$ cat config.mk
export PLATFORM = sky130hd
export DESIGN_NAME = ast_serial_transceiver
export DESIGN_NICKNAME = d
export VERILOG_FILES = /design/src/core/ast_serial_transceiver.v
export VERILOG_INCLUDE_DIRS = /design/src /design/src/core
export SDC_FILE = /design/constraint.sdc
export NUM_CORES = 1
export LEC_CHECK = 0
export ABC_AREA = 1
export ABC_CLOCK_PERIOD_IN_PS = 3900
export BUFFER_PORTS_ARGS = -buffer_cell sky130_fd_sc_hd__clkbuf_2
export CORE_MARGIN = 2
export CORE_UTILIZATION = 55
export CTS_CLUSTER_SIZE = 20
export DETAILED_ROUTE_END_ITERATION = 8
export PLACE_DENSITY = 0.72
export SETUP_SLACK_MARGIN = 0.4
export SYNTH_ARGS = -nofsm -noshare
export SYNTH_HDL_FRONTEND = slang
export SYNTH_SLANG_ARGS = --single-unit
export TNS_END_PERCENT = 10
$ cat constraint.sdc
create_clock -name clock -period 3.9 [get_ports clock]
set_input_delay 0.78 -clock clock [delete_from_list [all_inputs] [get_ports clock]]
set_output_delay 0.78 -clock clock [all_outputs]
set_load 0.02 [all_outputs]
$ cat src/core/ast_defines.vh
// register map and constants of the serial transceiver
`ifndef AST_DEFINES_VH
`define AST_DEFINES_VH

`define AST_ADDR_STA        3'h0
`define AST_ADDR_MODE       3'h1
`define AST_ADDR_BAUD       3'h2
`define AST_ADDR_TXD        3'h3
`define AST_ADDR_RXD        3'h4

`define AST_STA_TXSEL1      15
`define AST_STA_TXINV       14
`define AST_STA_TXSEL0      13
`define AST_STA_BRK         11
`define AST_STA_TXEN        10
`define AST_STA_TXBF        9
`define AST_STA_TX_SHIFT_EMPTY        8
`define AST_STA_RXSEL1      7
`define AST_STA_RXSEL0      6
`define AST_STA_ADDRESS_DETECT_ENABLE       5
`define AST_STA_RX_IDLE       4
`define AST_STA_PARITY_ERROR        3
`define AST_STA_FRAMING_ERROR        2
`define AST_STA_OVERRUN_ERROR        1
`define AST_STA_RXDA        0

`define AST_MODE_NINE       0
`define AST_MODE_PAR_LO     1
`define AST_MODE_PAR_HI     2
`define AST_MODE_TWOSTOP    3
`define AST_MODE_FLOW       4
`define AST_MODE_LOOP       5
`define AST_MODE_QUAD       6
`define AST_MODE_INFRARED_ENABLE       7
`define AST_MODE_ABAUD      8
`define AST_MODE_WIDTH      9

`define AST_MODE_RST        9'h000
`define AST_BAUD_RST        16'h0019

`define AST_PAR_NONE        2'h0
`define AST_PAR_EVEN        2'h1
`define AST_PAR_ODD         2'h2

`define AST_OSR16_MAX       4'hf
`define AST_OSR4_MAX        4'h3
`define AST_IR16_WIDTH      4'h3
`define AST_IR4_WIDTH       4'h1
`define AST_FIFO_DEPTH      3'h4
`define AST_BRK_FRAME       14'h2000
`define AST_BRK_LEN         4'he
`define AST_SYNC_EDGES      3'h4
`define AST_AB16_SHIFT      5'h07
`define AST_AB4_SHIFT       5'h05

`endif

$ cat src/core/ast_serial_transceiver.v
// full-duplex asynchronous serial transceiver with baud generator, four-deep buffers and infrared coding
//
// Contract
// full duplex, 8- or 9-bit characters
// even, odd or no parity for 8-bit
// one or two stop bits
// baud timing from 16-bit divider
// 16x and 4x oversampling modes
// four-deep transmit FIFO
// four-deep receive FIFO
// parity, framing, overrun errors; separate error request
// address detect accepts ninth bit one
// CTS input and RTS output pace transfers
// loopback routes transmit into receiver
// autobaud on sync; break and sync characters
// infrared encode/decode, 16x baud clock out; the clock out follows the sample rate, so it is 4x baud in 4x mode
// transmit interrupt select codes 00/10/01
// polarity bit sets transmit idle level
// break: start, twelve zeros, stop; self-clearing
// transmit disable aborts and resets buffer
// buffer full flag reads one when full
// shift-empty flag: shifter and buffer empty
// receive interrupt select codes
// idle and shift-empty reset one; overrun clearable
// data-available and head-character error flags
//
// Chosen here: strobed register access and the placing of the registers.
`timescale 1ns/10ps
`default_nettype none
`include "ast_defines.vh"

module ast_serial_transceiver (
    input  wire        clock,
    input  wire        rst_n,
    input  wire [2:0]  regAddr,
    input  wire [15:0] regWrData,
    input  wire        regWr,
    input  wire        regRd,
    output reg  [15:0] regRdData,
    input  wire        serialInPin,
    input  wire        clearToSendIn_n,
    output reg         serialOutPin,
    output reg         serialOutOe,
    output reg         requestToSendOut_n,
    output reg         baudClk16Out,
    output reg         txIrq,
    output reg         rxIrq,
    output reg         errIrq
);

    localparam RX_IDLE  = 2'h0;
    localparam RX_START = 2'h1;
    localparam RX_DATA  = 2'h2;

    // status/control fields
    reg  [1:0]  txSel_r;
    reg         txInv_r;
    reg         brk_r;
    reg         txEn_r;
    reg  [1:0]  rxSel_r;
    reg         addrEn_r;
    reg         overrun_r;
    reg  [8:0]  mode_r;
    reg  [15:0] baud_r;

    reg  [15:0] brgCnt_r;
    reg  [3:0]  txOs_r;
    reg  [8:0]  txMem [0:3];
    reg  [1:0]  txWp_r;
    reg  [1:0]  txRp_r;
    reg  [2:0]  txCount_r;
    reg         txBusy_r;
    reg  [13:0] txFrame_r;
    reg  [3:0]  txLeft_r;
    reg         txIsBrk_r;

    reg  [10:0] rxMem [0:3];
    reg  [1:0]  rxWp_r;
    reg  [1:0]  rxRp_r;
    reg  [2:0]  rxCount_r;
    reg  [1:0]  rxState_r;
    reg  [3:0]  rxOs_r;
    reg  [3:0]  rxBit_r;
    reg  [10:0] rxShift_r;
    reg         irLow_r;
    reg  [3:0]  irCnt_r;
    reg         rxPrev_r;
    reg  [2:0]  abEdges_r;
    reg  [19:0] abCnt_r;

    wire        nine    = mode_r[`AST_MODE_NINE];
    wire [1:0]  parMode = mode_r[`AST_MODE_PAR_HI:`AST_MODE_PAR_LO];
    wire        twoStop = mode_r[`AST_MODE_TWOSTOP];
    wire        flowEn  = mode_r[`AST_MODE_FLOW];
    wire        loopEn  = mode_r[`AST_MODE_LOOP];
    wire        quad    = mode_r[`AST_MODE_QUAD];
    wire        infrared_enable    = mode_r[`AST_MODE_INFRARED_ENABLE];
    wire        abaudEn = mode_r[`AST_MODE_ABAUD];
    wire [3:0]  osrMax  = quad ? `AST_OSR4_MAX : `AST_OSR16_MAX;

    // parity bit of a byte under the selected mode
    function parityOf;
        input [7:0] d;
        input [1:0] pm;
        begin
            parityOf = (pm == `AST_PAR_ODD) ? ~(^d) : (^d);
        end
    endfunction

    function wordBit;
        input [2:0] a;
        input [2:0] b;
        begin
            wordBit = (a == b);
        end
    endfunction

    wire wrSta  = regWr & wordBit(regAddr, `AST_ADDR_STA);
    wire wrMode = regWr & wordBit(regAddr, `AST_ADDR_MODE);
    wire wrBaud = regWr & wordBit(regAddr, `AST_ADDR_BAUD);
    wire wrTxd  = regWr & wordBit(regAddr, `AST_ADDR_TXD);
    wire rdRxd  = regRd & wordBit(regAddr, `AST_ADDR_RXD);

    // baud generator: tick every baud_r+1 clocks; >= so a lowered divider cannot stall
    wire sampleTick = (brgCnt_r >= baud_r);
    wire bitTick    = sampleTick & (txOs_r == osrMax);

    always @(posedge clock or negedge rst_n)
    begin
        if (!rst_n)
        begin
            brgCnt_r     <= 16'h0000;
            txOs_r       <= 4'h0;
            baudClk16Out <= 1'b0;
        end
        else
        begin
            brgCnt_r     <= sampleTick ? 16'h0000 : brgCnt_r + 16'h0001;
            if (sampleTick)
                txOs_r <= (txOs_r == osrMax) ? 4'h0 : txOs_r + 4'h1;
            // square wave at the sample rate
            baudClk16Out <= (brgCnt_r <= {1'b0, baud_r[15:1]});
        end
    end

    // transmit side
    wire txFull     = (txCount_r == `AST_FIFO_DEPTH);
    wire txEmpty    = (txCount_r == 3'h0);
    wire ctsOk      = ~flowEn | ~clearToSendIn_n;
    wire txIdleTick = bitTick & ~txBusy_r & txEn_r;
    wire txStartBrk = txIdleTick & brk_r;
    wire txStartDat = txIdleTick & ~brk_r & ~txEmpty & ctsOk;
    wire txDone     = bitTick & txBusy_r & (txLeft_r == 4'h1);
    wire txPush     = wrTxd & txEn_r & ~txFull;
    wire tx_shift_empty       = ~txBusy_r & txEmpty;
    wire [8:0] txHead = txMem[txRp_r];

    reg  [13:0] newFrame;
    reg  [3:0]  newLen;
    always @*
    begin
        newFrame       = {14{1'b1}};
        newFrame[0]    = 1'b0;
        newFrame[8:1]  = txHead[7:0];
        newLen         = 4'h9;
        if (nine)
        begin
            newFrame[9] = txHead[8];
            newLen      = 4'ha;
        end
        else if (parMode != `AST_PAR_NONE)
        begin
            newFrame[9] = parityOf(txHead[7:0], parMode);
            newLen      = 4'ha;
        end
        newLen = newLen + (twoStop ? 4'h2 : 4'h1);
    end

    always @(posedge clock or negedge rst_n)
    begin
        if (!rst_n)
        begin
            txWp_r    <= 2'h0;
            txRp_r    <= 2'h0;
            txCount_r <= 3'h0;
            txBusy_r  <= 1'b0;
            txFrame_r <= {14{1'b1}};
            txLeft_r  <= 4'h0;
            txIsBrk_r <= 1'b0;
        end
        else if (!txEn_r)
        begin
            // disable drops the queue and any character in flight
            txWp_r    <= 2'h0;
            txRp_r    <= 2'h0;
            txCount_r <= 3'h0;
            txBusy_r  <= 1'b0;
            txFrame_r <= {14{1'b1}};
            txLeft_r  <= 4'h0;
            txIsBrk_r <= 1'b0;
        end
        else
        begin
            if (txPush)
            begin
                txMem[txWp_r] <= regWrData[8:0];
                txWp_r        <= txWp_r + 2'h1;
            end
            if (txStartDat)
                txRp_r <= txRp_r + 2'h1;
            case ({txPush, txStartDat})
                2'b10:   txCount_r <= txCount_r + 3'h1;
                2'b01:   txCount_r <= txCount_r - 3'h1;
                default: txCount_r <= txCount_r;
            endcase
            if (txStartBrk)
            begin
                txBusy_r  <= 1'b1;
                txFrame_r <= `AST_BRK_FRAME;
                txLeft_r  <= `AST_BRK_LEN;
                txIsBrk_r <= 1'b1;
            end
            else if (txStartDat)
            begin
                txBusy_r  <= 1'b1;
                txFrame_r <= newFrame;
                txLeft_r  <= newLen;
                txIsBrk_r <= 1'b0;
            end
            else if (bitTick & txBusy_r)
            begin
                txFrame_r <= {1'b1, txFrame_r[13:1]};
                txLeft_r  <= txLeft_r - 4'h1;
                if (txDone)
                    txBusy_r <= 1'b0;
            end
        end
    end

    wire txLine   = txBusy_r ? txFrame_r[0] : 1'b1;
    // infrared: a short high pulse for each zero bit, nothing for ones
    wire irPulse  = ~txLine & (txOs_r < (quad ? `AST_IR4_WIDTH : `AST_IR16_WIDTH));

    always @(posedge clock or negedge rst_n)
    begin
        if (!rst_n)
        begin
            serialOutPin <= 1'b1;
            serialOutOe  <= 1'b0;
        end
        else
        begin
            serialOutOe  <= txEn_r;
            serialOutPin <= (infrared_enable ? irPulse : txLine) ^ txInv_r;
        end
    end

    // receive side
    always @(posedge clock or negedge rst_n)
    begin
        if (!rst_n)
        begin
            irLow_r <= 1'b0;
            irCnt_r <= 4'h0;
        end
        else if (serialInPin)
        begin
            irLow_r <= 1'b1;
            irCnt_r <= 4'h0;
        end
        else if (sampleTick & irLow_r)
        begin
            irCnt_r <= irCnt_r + 4'h1;
            if (irCnt_r == osrMax)
                irLow_r <= 1'b0;
        end
    end

    wire rxLine = loopEn ? txLine : (infrared_enable ? ~irLow_r : serialInPin);
    wire [3:0] rxNeed = ((nine | (parMode != `AST_PAR_NONE)) ? 4'ha : 4'h9);
    wire rxSample = sampleTick & (rxOs_r == osrMax) & (rxState_r == RX_DATA);
    wire rxLast   = rxSample & (rxBit_r == rxNeed - 4'h1);
    wire ferrNow  = ~rxLine;
    wire perrNow  = ~nine & (parMode != `AST_PAR_NONE) &
                    (rxShift_r[8] != parityOf(rxShift_r[7:0], parMode));
    wire addrOk   = ~(addrEn_r & nine) | rxShift_r[8];
    wire rxPush   = rxLast & addrOk;
    wire rxFull   = (rxCount_r == `AST_FIFO_DEPTH);
    wire rxPushOk = rxPush & ~rxFull;
    wire rxOvr    = rxPush & rxFull;
    wire rxPop    = rdRxd & (rxCount_r != 3'h0);
    wire [10:0] rxHead = rxMem[rxRp_r];

    always @(posedge clock or negedge rst_n)
    begin
        if (!rst_n)
        begin
            rxState_r <= RX_IDLE;
            rxOs_r    <= 4'h0;
            rxBit_r   <= 4'h0;
            rxShift_r <= 11'h000;
        end
        else
        begin
            case (rxState_r)
                RX_IDLE:
                begin
                    rxOs_r <= 4'h0;
                    if (!rxLine && !abaudEn)
                        rxState_r <= RX_START;
                end
                RX_START:
                begin
                    if (sampleTick)
                    begin
                        rxOs_r <= rxOs_r + 4'h1;
                        if (rxOs_r == {1'b0, osrMax[3:1]})
                        begin
                            rxOs_r    <= 4'h0;
                            rxBit_r   <= 4'h0;
                            rxState_r <= rxLine ? RX_IDLE : RX_DATA;
                        end
                    end
                end
                RX_DATA:
                begin
                    if (sampleTick)
                        rxOs_r <= (rxOs_r == osrMax) ? 4'h0 : rxOs_r + 4'h1;
                    if (rxSample)
                    begin
                        rxShift_r[rxBit_r] <= rxLine;
                        rxBit_r            <= rxBit_r + 4'h1;
                        if (rxLast)
                            rxState_r <= RX_IDLE;
                    end
                end
                default: rxState_r <= RX_IDLE;
            endcase
        end
    end

    always @(posedge clock or negedge rst_n)
    begin
        if (!rst_n)
        begin
            rxWp_r    <= 2'h0;
            rxRp_r    <= 2'h0;
            rxCount_r <= 3'h0;
        end
        else
        begin
            if (rxPushOk)
            begin
                rxMem[rxWp_r] <= {ferrNow, perrNow, nine & rxShift_r[8], rxShift_r[7:0]};
                rxWp_r        <= rxWp_r + 2'h1;
            end
            if (rxPop)
                rxRp_r <= rxRp_r + 2'h1;
            case ({rxPushOk, rxPop})
                2'b10:   rxCount_r <= rxCount_r + 3'h1;
                2'b01:   rxCount_r <= rxCount_r - 3'h1;
                default: rxCount_r <= rxCount_r;
            endcase
        end
    end

    // autobaud: clocks across the four low-high pairs of a sync character
    wire rxFall = rxPrev_r & ~rxLine;
    wire abDone = abaudEn & rxFall & (abEdges_r == `AST_SYNC_EDGES);
    wire [19:0] abDiv = abCnt_r >> (quad ? `AST_AB4_SHIFT : `AST_AB16_SHIFT);

    always @(posedge clock or negedge rst_n)
    begin
        if (!rst_n)
        begin
            rxPrev_r  <= 1'b1;
            abEdges_r <= 3'h0;
            abCnt_r   <= 20'h00000;
        end
        else
        begin
            rxPrev_r <= rxLine;
            if (!abaudEn || abDone)
            begin
                abEdges_r <= 3'h0;
                abCnt_r   <= 20'h00000;
            end
            else
            begin
                if (abEdges_r != 3'h0)
                    abCnt_r <= abCnt_r + 20'h00001;
                if (rxFall)
                    abEdges_r <= abEdges_r + 3'h1;
            end
        end
    end

    // software registers
    always @(posedge clock or negedge rst_n)
    begin
        if (!rst_n)
        begin
            txSel_r   <= 2'h0;
            txInv_r   <= 1'b0;
            brk_r     <= 1'b0;
            txEn_r    <= 1'b0;
            rxSel_r   <= 2'h0;
            addrEn_r  <= 1'b0;
            overrun_r <= 1'b0;
            mode_r    <= `AST_MODE_RST;
            baud_r    <= `AST_BAUD_RST;
        end
        else
        begin
            if (wrSta)
            begin
                txSel_r  <= {regWrData[`AST_STA_TXSEL1], regWrData[`AST_STA_TXSEL0]};
                txInv_r  <= regWrData[`AST_STA_TXINV];
                txEn_r   <= regWrData[`AST_STA_TXEN];
                rxSel_r  <= regWrData[`AST_STA_RXSEL1:`AST_STA_RXSEL0];
                addrEn_r <= regWrData[`AST_STA_ADDRESS_DETECT_ENABLE];
            end
            // software set of break wins over the completion clear
            if (wrSta && regWrData[`AST_STA_BRK])
                brk_r <= 1'b1;
            else if (!txEn_r || (txDone && txIsBrk_r))
                brk_r <= 1'b0;
            // overrun: hardware set wins over a zero write
            if (rxOvr)
                overrun_r <= 1'b1;
            else if (wrSta && !regWrData[`AST_STA_OVERRUN_ERROR])
                overrun_r <= 1'b0;
            if (wrMode)
                mode_r <= regWrData[`AST_MODE_WIDTH-1:0];
            else if (abDone)
                mode_r[`AST_MODE_ABAUD] <= 1'b0;
            if (wrBaud)
                baud_r <= regWrData;
            else if (abDone)
                baud_r <= (abDiv == 20'h00000) ? 16'h0000 : abDiv[15:0] - 16'h0001;
        end
    end

    wire [15:0] staRead = {txSel_r[1], txInv_r, txSel_r[0], 1'b0, brk_r, txEn_r, txFull, tx_shift_empty,
                           rxSel_r, addrEn_r, (rxState_r == RX_IDLE),
                           (rxCount_r != 3'h0) & rxHead[9], (rxCount_r != 3'h0) & rxHead[10],
                           overrun_r, (rxCount_r != 3'h0)};

    always @(posedge clock or negedge rst_n)
    begin
        if (!rst_n)
            regRdData <= 16'h0000;
        else if (regRd)
        begin
            case (regAddr)
                `AST_ADDR_STA:  regRdData <= staRead;
                `AST_ADDR_MODE: regRdData <= {7'h00, mode_r};
                `AST_ADDR_BAUD: regRdData <= baud_r;
                `AST_ADDR_RXD:  regRdData <= {7'h00, rxHead[8:0] & {9{rxCount_r != 3'h0}}};
                default:        regRdData <= 16'h0000;
            endcase
        end
        else
            regRdData <= 16'h0000;
    end

    // one-cycle request pulses and the registered RTS level
    always @(posedge clock or negedge rst_n)
    begin
        if (!rst_n)
        begin
            txIrq              <= 1'b0;
            rxIrq              <= 1'b0;
            errIrq             <= 1'b0;
            requestToSendOut_n <= 1'b1;
        end
        else
        begin
            case (txSel_r)
                2'h0:    txIrq <= txStartDat;
                2'h2:    txIrq <= txStartDat & (txCount_r == 3'h1) & ~txPush;
                2'h1:    txIrq <= txDone & txEmpty;
                default: txIrq <= 1'b0;
            endcase
            case (rxSel_r)
                2'h3:    rxIrq <= rxPushOk & (rxCount_r == 3'h3);
                2'h2:    rxIrq <= rxPushOk & (rxCount_r == 3'h2);
                default: rxIrq <= rxPushOk;
            endcase
            errIrq <= rxOvr | (rxPushOk & (ferrNow | perrNow));
            requestToSendOut_n <= ~(flowEn & ~rxFull);
        end
    end

endmodule // ast_serial_transceiver
`default_nettype wire

== After elaboration in Yosys (flattened, before gate mapping) ==
Memory sizes are Yosys's and may differ from the RTL's.
Index checks and enable logic that the tools add are counted.
Storage, ports and cells
  register bits after elaboration: 161
  memory bits (writable): 80
  bits of input ports: 25
  output and inout bits: 23
  logic and storage cells: 297
  memories kept: 2
Memory list
  rxMem: words 4, bits a word 11, read ports 1, clocked after memory_dff 0, write ports 1, RTL line ast_serial_transceiver.v:77  | reg [10:0] rxMem [0:3];
  txMem: words 4, bits a word 9, read ports 1, clocked after memory_dff 0, write ports 1, RTL line ast_serial_transceiver.v:68  | reg [8:0] txMem [0:3];
Operators by class
  add/subtract/negate cells: 19
  magnitude comparators: 5
  equality and inequality tests: 40
  shift-type cells: 1
  mux-type cells: 86
  bitwise logic cells: 65
  reduce and logical (&&, ||, !) cells: 40
Operators by type and width (count)
  16-bit two-way mux: 5
  16-bit one-hot mux with 4 select lines: 1
  4-bit two-way mux: 15
  14-bit two-way mux: 4
  1-bit AND: 42
  20-bit two-way mux: 2
  2-bit two-way mux: 16
  1-bit two-way mux: 31
  2-bit nonzero test: 11
  20-bit by 1-bit adder with 20-bit output (second input constant): 1
  20-bit logical NOT: 1
  20-bit by 3-bit >> shifter with 20-bit output: 1
  16-bit by 1-bit adder with 16-bit output (second input constant): 1
  4-bit by 1-bit adder with 4-bit output (second input constant): 4
  4-bit equality test: 4
  16-bit >= comparator: 1
  16-bit by 15-bit <= comparator with 1-bit output: 1
  1-bit NOT: 16
  8-bit XOR reduction: 2
  16-bit by 1-bit subtractor with 16-bit output (second input constant): 1
  2-bit equality test (second input constant): 7
  3-bit by 2-bit equality test with 1-bit output (second input constant): 4
  3-bit equality test (second input constant): 4
  3-bit one-hot mux with 2 select lines: 2
  other kinds (38): 79

== Longest topological paths before layout ==
  depth in word-level cells: 11
  mapped depth: 23
  gate-level depth less buffers: 23

== Least setup slack after synthesis ==
No wires, ideal clock.
  path type: register to register
  start: register baud_r[3]
  end: register rxCount_r[2]
  library setup time: 0.131 ns
  arrival time: 2.767 ns
  data required time: 3.769 ns
  slack: 1.002 ns
  cell stages (with the launch flop): 22
  cells stage by stage: dfstp_2 inv_1 ha_1 a21oi_1 nand3_1 nand2_1 nand2_1 nand2_1 nand2_2 nand3_4 inv_2 nand2_1 nor2_1 inv_2 nor2_4 inv_2 ha_1 inv_1 fa_1 a21oi_1 o21ai_0 xor2_1
On the way
  cells in the longest elaborated chain, start to end: 8
RTL lines
  start: declaration: RTL line ast_serial_transceiver.v:64  | reg [15:0] baud_r;
  start signal: assignment: RTL line ast_serial_transceiver.v:411  | baud_r <= `AST_BAUD_RST;
  start signal: assignment: RTL line ast_serial_transceiver.v:438  | baud_r <= regWrData;
  start signal: assignment: RTL line ast_serial_transceiver.v:440  | baud_r <= (abDiv == 20'h00000) ? 16'h0000 : abDiv[15:0] - 16'h0001;
  16-bit >= comparator *: RTL line ast_serial_transceiver.v:125  | wire sampleTick = (brgCnt_r >= baud_r);
  1-bit AND * (2 in series): RTL line ast_serial_transceiver.v:281  | wire rxSample = sampleTick & (rxOs_r == osrMax) & (rxState_r == RX_DATA);
  1-bit AND *: RTL line ast_serial_transceiver.v:282  | wire rxLast = rxSample & (rxBit_r == rxNeed - 4'h1);
  1-bit AND *: RTL line ast_serial_transceiver.v:287  | wire rxPush = rxLast & addrOk;
  1-bit AND *: RTL line ast_serial_transceiver.v:289  | wire rxPushOk = rxPush & ~rxFull;
  2-bit by 1-bit equality test with 1-bit output / 2-bit equality test (equally long branches): RTL line ast_serial_transceiver.v:359  | case ({rxPushOk, rxPop})
  3-bit one-hot mux with 2 select lines / 2-bit nonzero test (equally long branches)
  end signal: assignment: RTL line ast_serial_transceiver.v:360  | 2'b10: rxCount_r <= rxCount_r + 3'h1;
  end signal: assignment: RTL line ast_serial_transceiver.v:361  | 2'b01: rxCount_r <= rxCount_r - 3'h1;
  end signal: assignment: RTL line ast_serial_transceiver.v:362  | default: rxCount_r <= rxCount_r;
  end: declaration: RTL line ast_serial_transceiver.v:80  | reg [2:0] rxCount_r;
Mark *: on every way between the ends. The rest lies on a longest branch, timed or not.
A chain may end at the register's enable or synchronous reset.

== Worst setup path in the final report ==
Same ends and word-level chain as after synthesis.

==> flow_summary.toml <==
[global_routing]
grt_max_degree = 112
grt_use_total = 0.253
grt_overflow = 0
grt_pass1_vias = 9688
antenna_found_initial = 0
grt_pass1_wl_mm = 48.6

[cells_and_area]
final_cell_mix = "nand2_1 (353), inv_1 (195), dfrtp_1 (139)"
layout-drive-gt1-share = 0.104
layout_commonest_cell = "nand2_1"
antenna_cells = 0
final_nets = 1618
area_growth_syn_to_layout_pct = 10.9
finalNonFillerCells = 1833

[synthesis]
synth_fa_ha_area_frac = 0.0653
syn_inst = 1474
synth_top_family_by_area = "simple AND/OR/NAND/NOR gates"
yosys-top-cells-area = "dfrtp_1 (27%), edfxtp_1 (19%), nand2_1 (10%)"
synth-xor-area-share = 0.0214
ys_types = 57
synth_edf_count = 80
synth_ff_type = "dfrtp_1"
synth_nets = 1564
synth-seq-area-share = 0.503
synth_top_area_frac = 0.274
syn_area_um2 = 12700
ys_ff_latch = 238
synth_mux_area_frac = 0
synth_compound_area_frac = 0.117
synth-simple-area-share = 0.216
synthArstFlopShare = 0.664
yosysTopAreaCell = "dfrtp_1"
ys_warn_count = 0
syn_avg_cell_area_um2 = 8.61

[clock_tree]
cts_buffer_depth = 3
cts-root-buf = "clkbuf_16"
cts_setup_buffers = 0
cts_buffers = 26
insertion_delay_ps = 530
cts_resized = 0
cts_sinks = 238
clk_pin_slew_ps = 60
cts_tree = "built"
ctsHtreeMaxLevel = 1
ctsHoldBuffers = 0

[timing]
hold_viol_final = 0
finalCritPeriodShare = 0.820
drv_slew = 0
holdWs_ps = 200
tightest_slew_ps = 853
rsz0062_at_grt = "false"
finalSetupTns_ps = 0
max_slew_margin = 0.429
setup_viol = 0
max_freq_mhz = 313
layout_min_cycle_time_ps = 3200
skew_ps = 16.2

[critical_path]
cpPeakStageDelay_ps = 520
crit_family = "adder cells"
worstPathMaxFanout = 9
cp-start-kind = "flip-flop"
path_class = "reg2reg"
crit_path_end_kind = "flip-flop"
required_ps = 4310
worstPathArrival_ps = 3610
slowest_stage = "dfstp_2"
path_cells = "inv_1 > ha_1 > a21oi_1 > nand3_1 > nand2_1 > nand2_1 > nand2_1 > nand2_2 > nand3_4 > inv_2 > nand2_1 > nor2_1 > inv_2 > nor2_4 > inv_2 > ha_1 > inv_1 > fa_1 > a21oi_1 > o21ai_0 > xor2_1"
cp_common_cell = "nand2_1"
crit_buf_inv = 5

[power_and_ir_drop]
share_comb_of_total_power = 0.243
p_int_mw = 4.93
p_sw_frac = 0.329
power_density_nw_per_um2 = 522
p_leak_nw = 6.57
peakVddDrop_v = 0.000411
p_total_mw = 7.35
clock_power_share = 0.335
seqPwrFrac = 0.421
power.switching_mw = 2.42

[placed_design]
portBuffers = 47
dp_cells = 1785
dpl.hpwl_mm = 21.7
gp_congestion = 0.926

[detailed_routing]
routed_via_density = 5.49
vias = 10100
drc = 0
ant_nets = 0
dr.pass1.iters = 5
wire_per_inst_um = 16.5
drt_iter0_drc = 624
drt_wl_total_mm = 30.2

[floorplanning]
die_w_um = 156
die_h_um = 156
die_area_um2 = 24300
rows = 55
core_um2 = 22600
initial_core_util = 0.560
boundaryPins = 48

[min_path]
hold_path.class = "in2async"

[job]
maxCapViolCount = 0

[status]
status = "complete, no violations"
[per-layer routing]
layer	vias to the layer above	GRT usage	wire length (um)
li1	4979	-	-
met2	237	0.426	14400
met1	4771	0.340	13200
met5	-	0	0
met4	0	0.0712	800
met3	69	0.0425	1770
[power by group through the flow]
stage / logic [mW] / clock network, mW / registers [mW]
2_1_floorplan: 1.33 / 0 / 3.07
3_3_place_gp: 1.71 / 0 / 3.13
3_5_place_dp: 1.77 / 0 / 3.14
4_1_cts: 1.79 / 2.49 / 3.09
5_1_grt: 2.06 / 2.60 / 3.13
6_report: 1.79 / 2.46 / 3.10
[stage by stage]
stage / area [um^2] / util / setup slack (ps)
after floorplan: 12700 / - / 1000
after global placement: 13200 / 0.583 / 820
after detailed placement: 13200 / 0.583 / 749
after CTS: 14100 / 0.622 / 726
after global routing: 14100 / 0.622 / 404
final: 14100 / 0.622 / 702
[registers in the layout, summed over array words and instances (netlist names), 3 cells and up]
name and count:
abCnt_r 20, abEdges_r 3, baud_r 16, brgCnt_r 16
irCnt_r 4, mode_r 9, regRdData 16, rxBit_r 4
rxCount_r 3, rxMem 44, rxOs_r 4, rxShift_r 9
txCount_r 3, txFrame_r 13, txLeft_r 4, txMem 36
txOs_r 4
[kinds of logic (layout without fill, tap and decap cells)]
kind of cell,count (synthesis),count (layout)
compound gates,255,255
xor+xnor,31,31
fa+ha+maj,65,65
buf+inv,245,319
flops,238,238
simple gates,640,640
[cells in the mapped netlist (15+ instances only)]
cell type    n
nand4_1     17
o22ai_1     19
o21ai_0     90
nor2_1     126
inv_1      195
dfstp_2     19
edfxtp_1    80
a21oi_1     70
dfrtp_1    139
clkbuf_1    15
xor2_1      20
nand3_1     80
ha_1        63
nor3_1      33
o21ai_1     18
nand2_1    353
[path summary, 6_finish.rpt]
path | start | endpoint | slack, ps | cells after the start
max in group asynchronous | rst_n | txCount_r[1]$_DFFE_PN0P_ | 2670 | 2
setup / recovery | baud_r[3]$_DFFE_PN1P_ | rxCount_r[2]$_DFFE_PN0P_ | 700 | 21
setup reg to reg | baud_r[3]$_DFFE_PN1P_ | rxCount_r[2]$_DFFE_PN0P_ | 700 | 21
hold / removal | rst_n | rxOs_r[2]$_DFFE_PN0P_ | 200 | 1
hold reg to reg | txInv_r$_DFFE_PN0P_ | serialOutPin$_DFF_PN1_ | 470 | 1
min in group clock | regRd | regRdData[2]$_DFF_PN0_ | 470 | 3
[final cells by class]
cell class | instances | area, um^2
fill | 1912 | 8570
sequential | 238 | 6380
multi-input combinational | 991 | 5320
inverter | 210 | 791
clock buffer | 37 | 743
timing repair buffer | 61 | 359
tap | 285 | 357
clock inverter | 11 | 120
(Power assumes the default switching activity.)
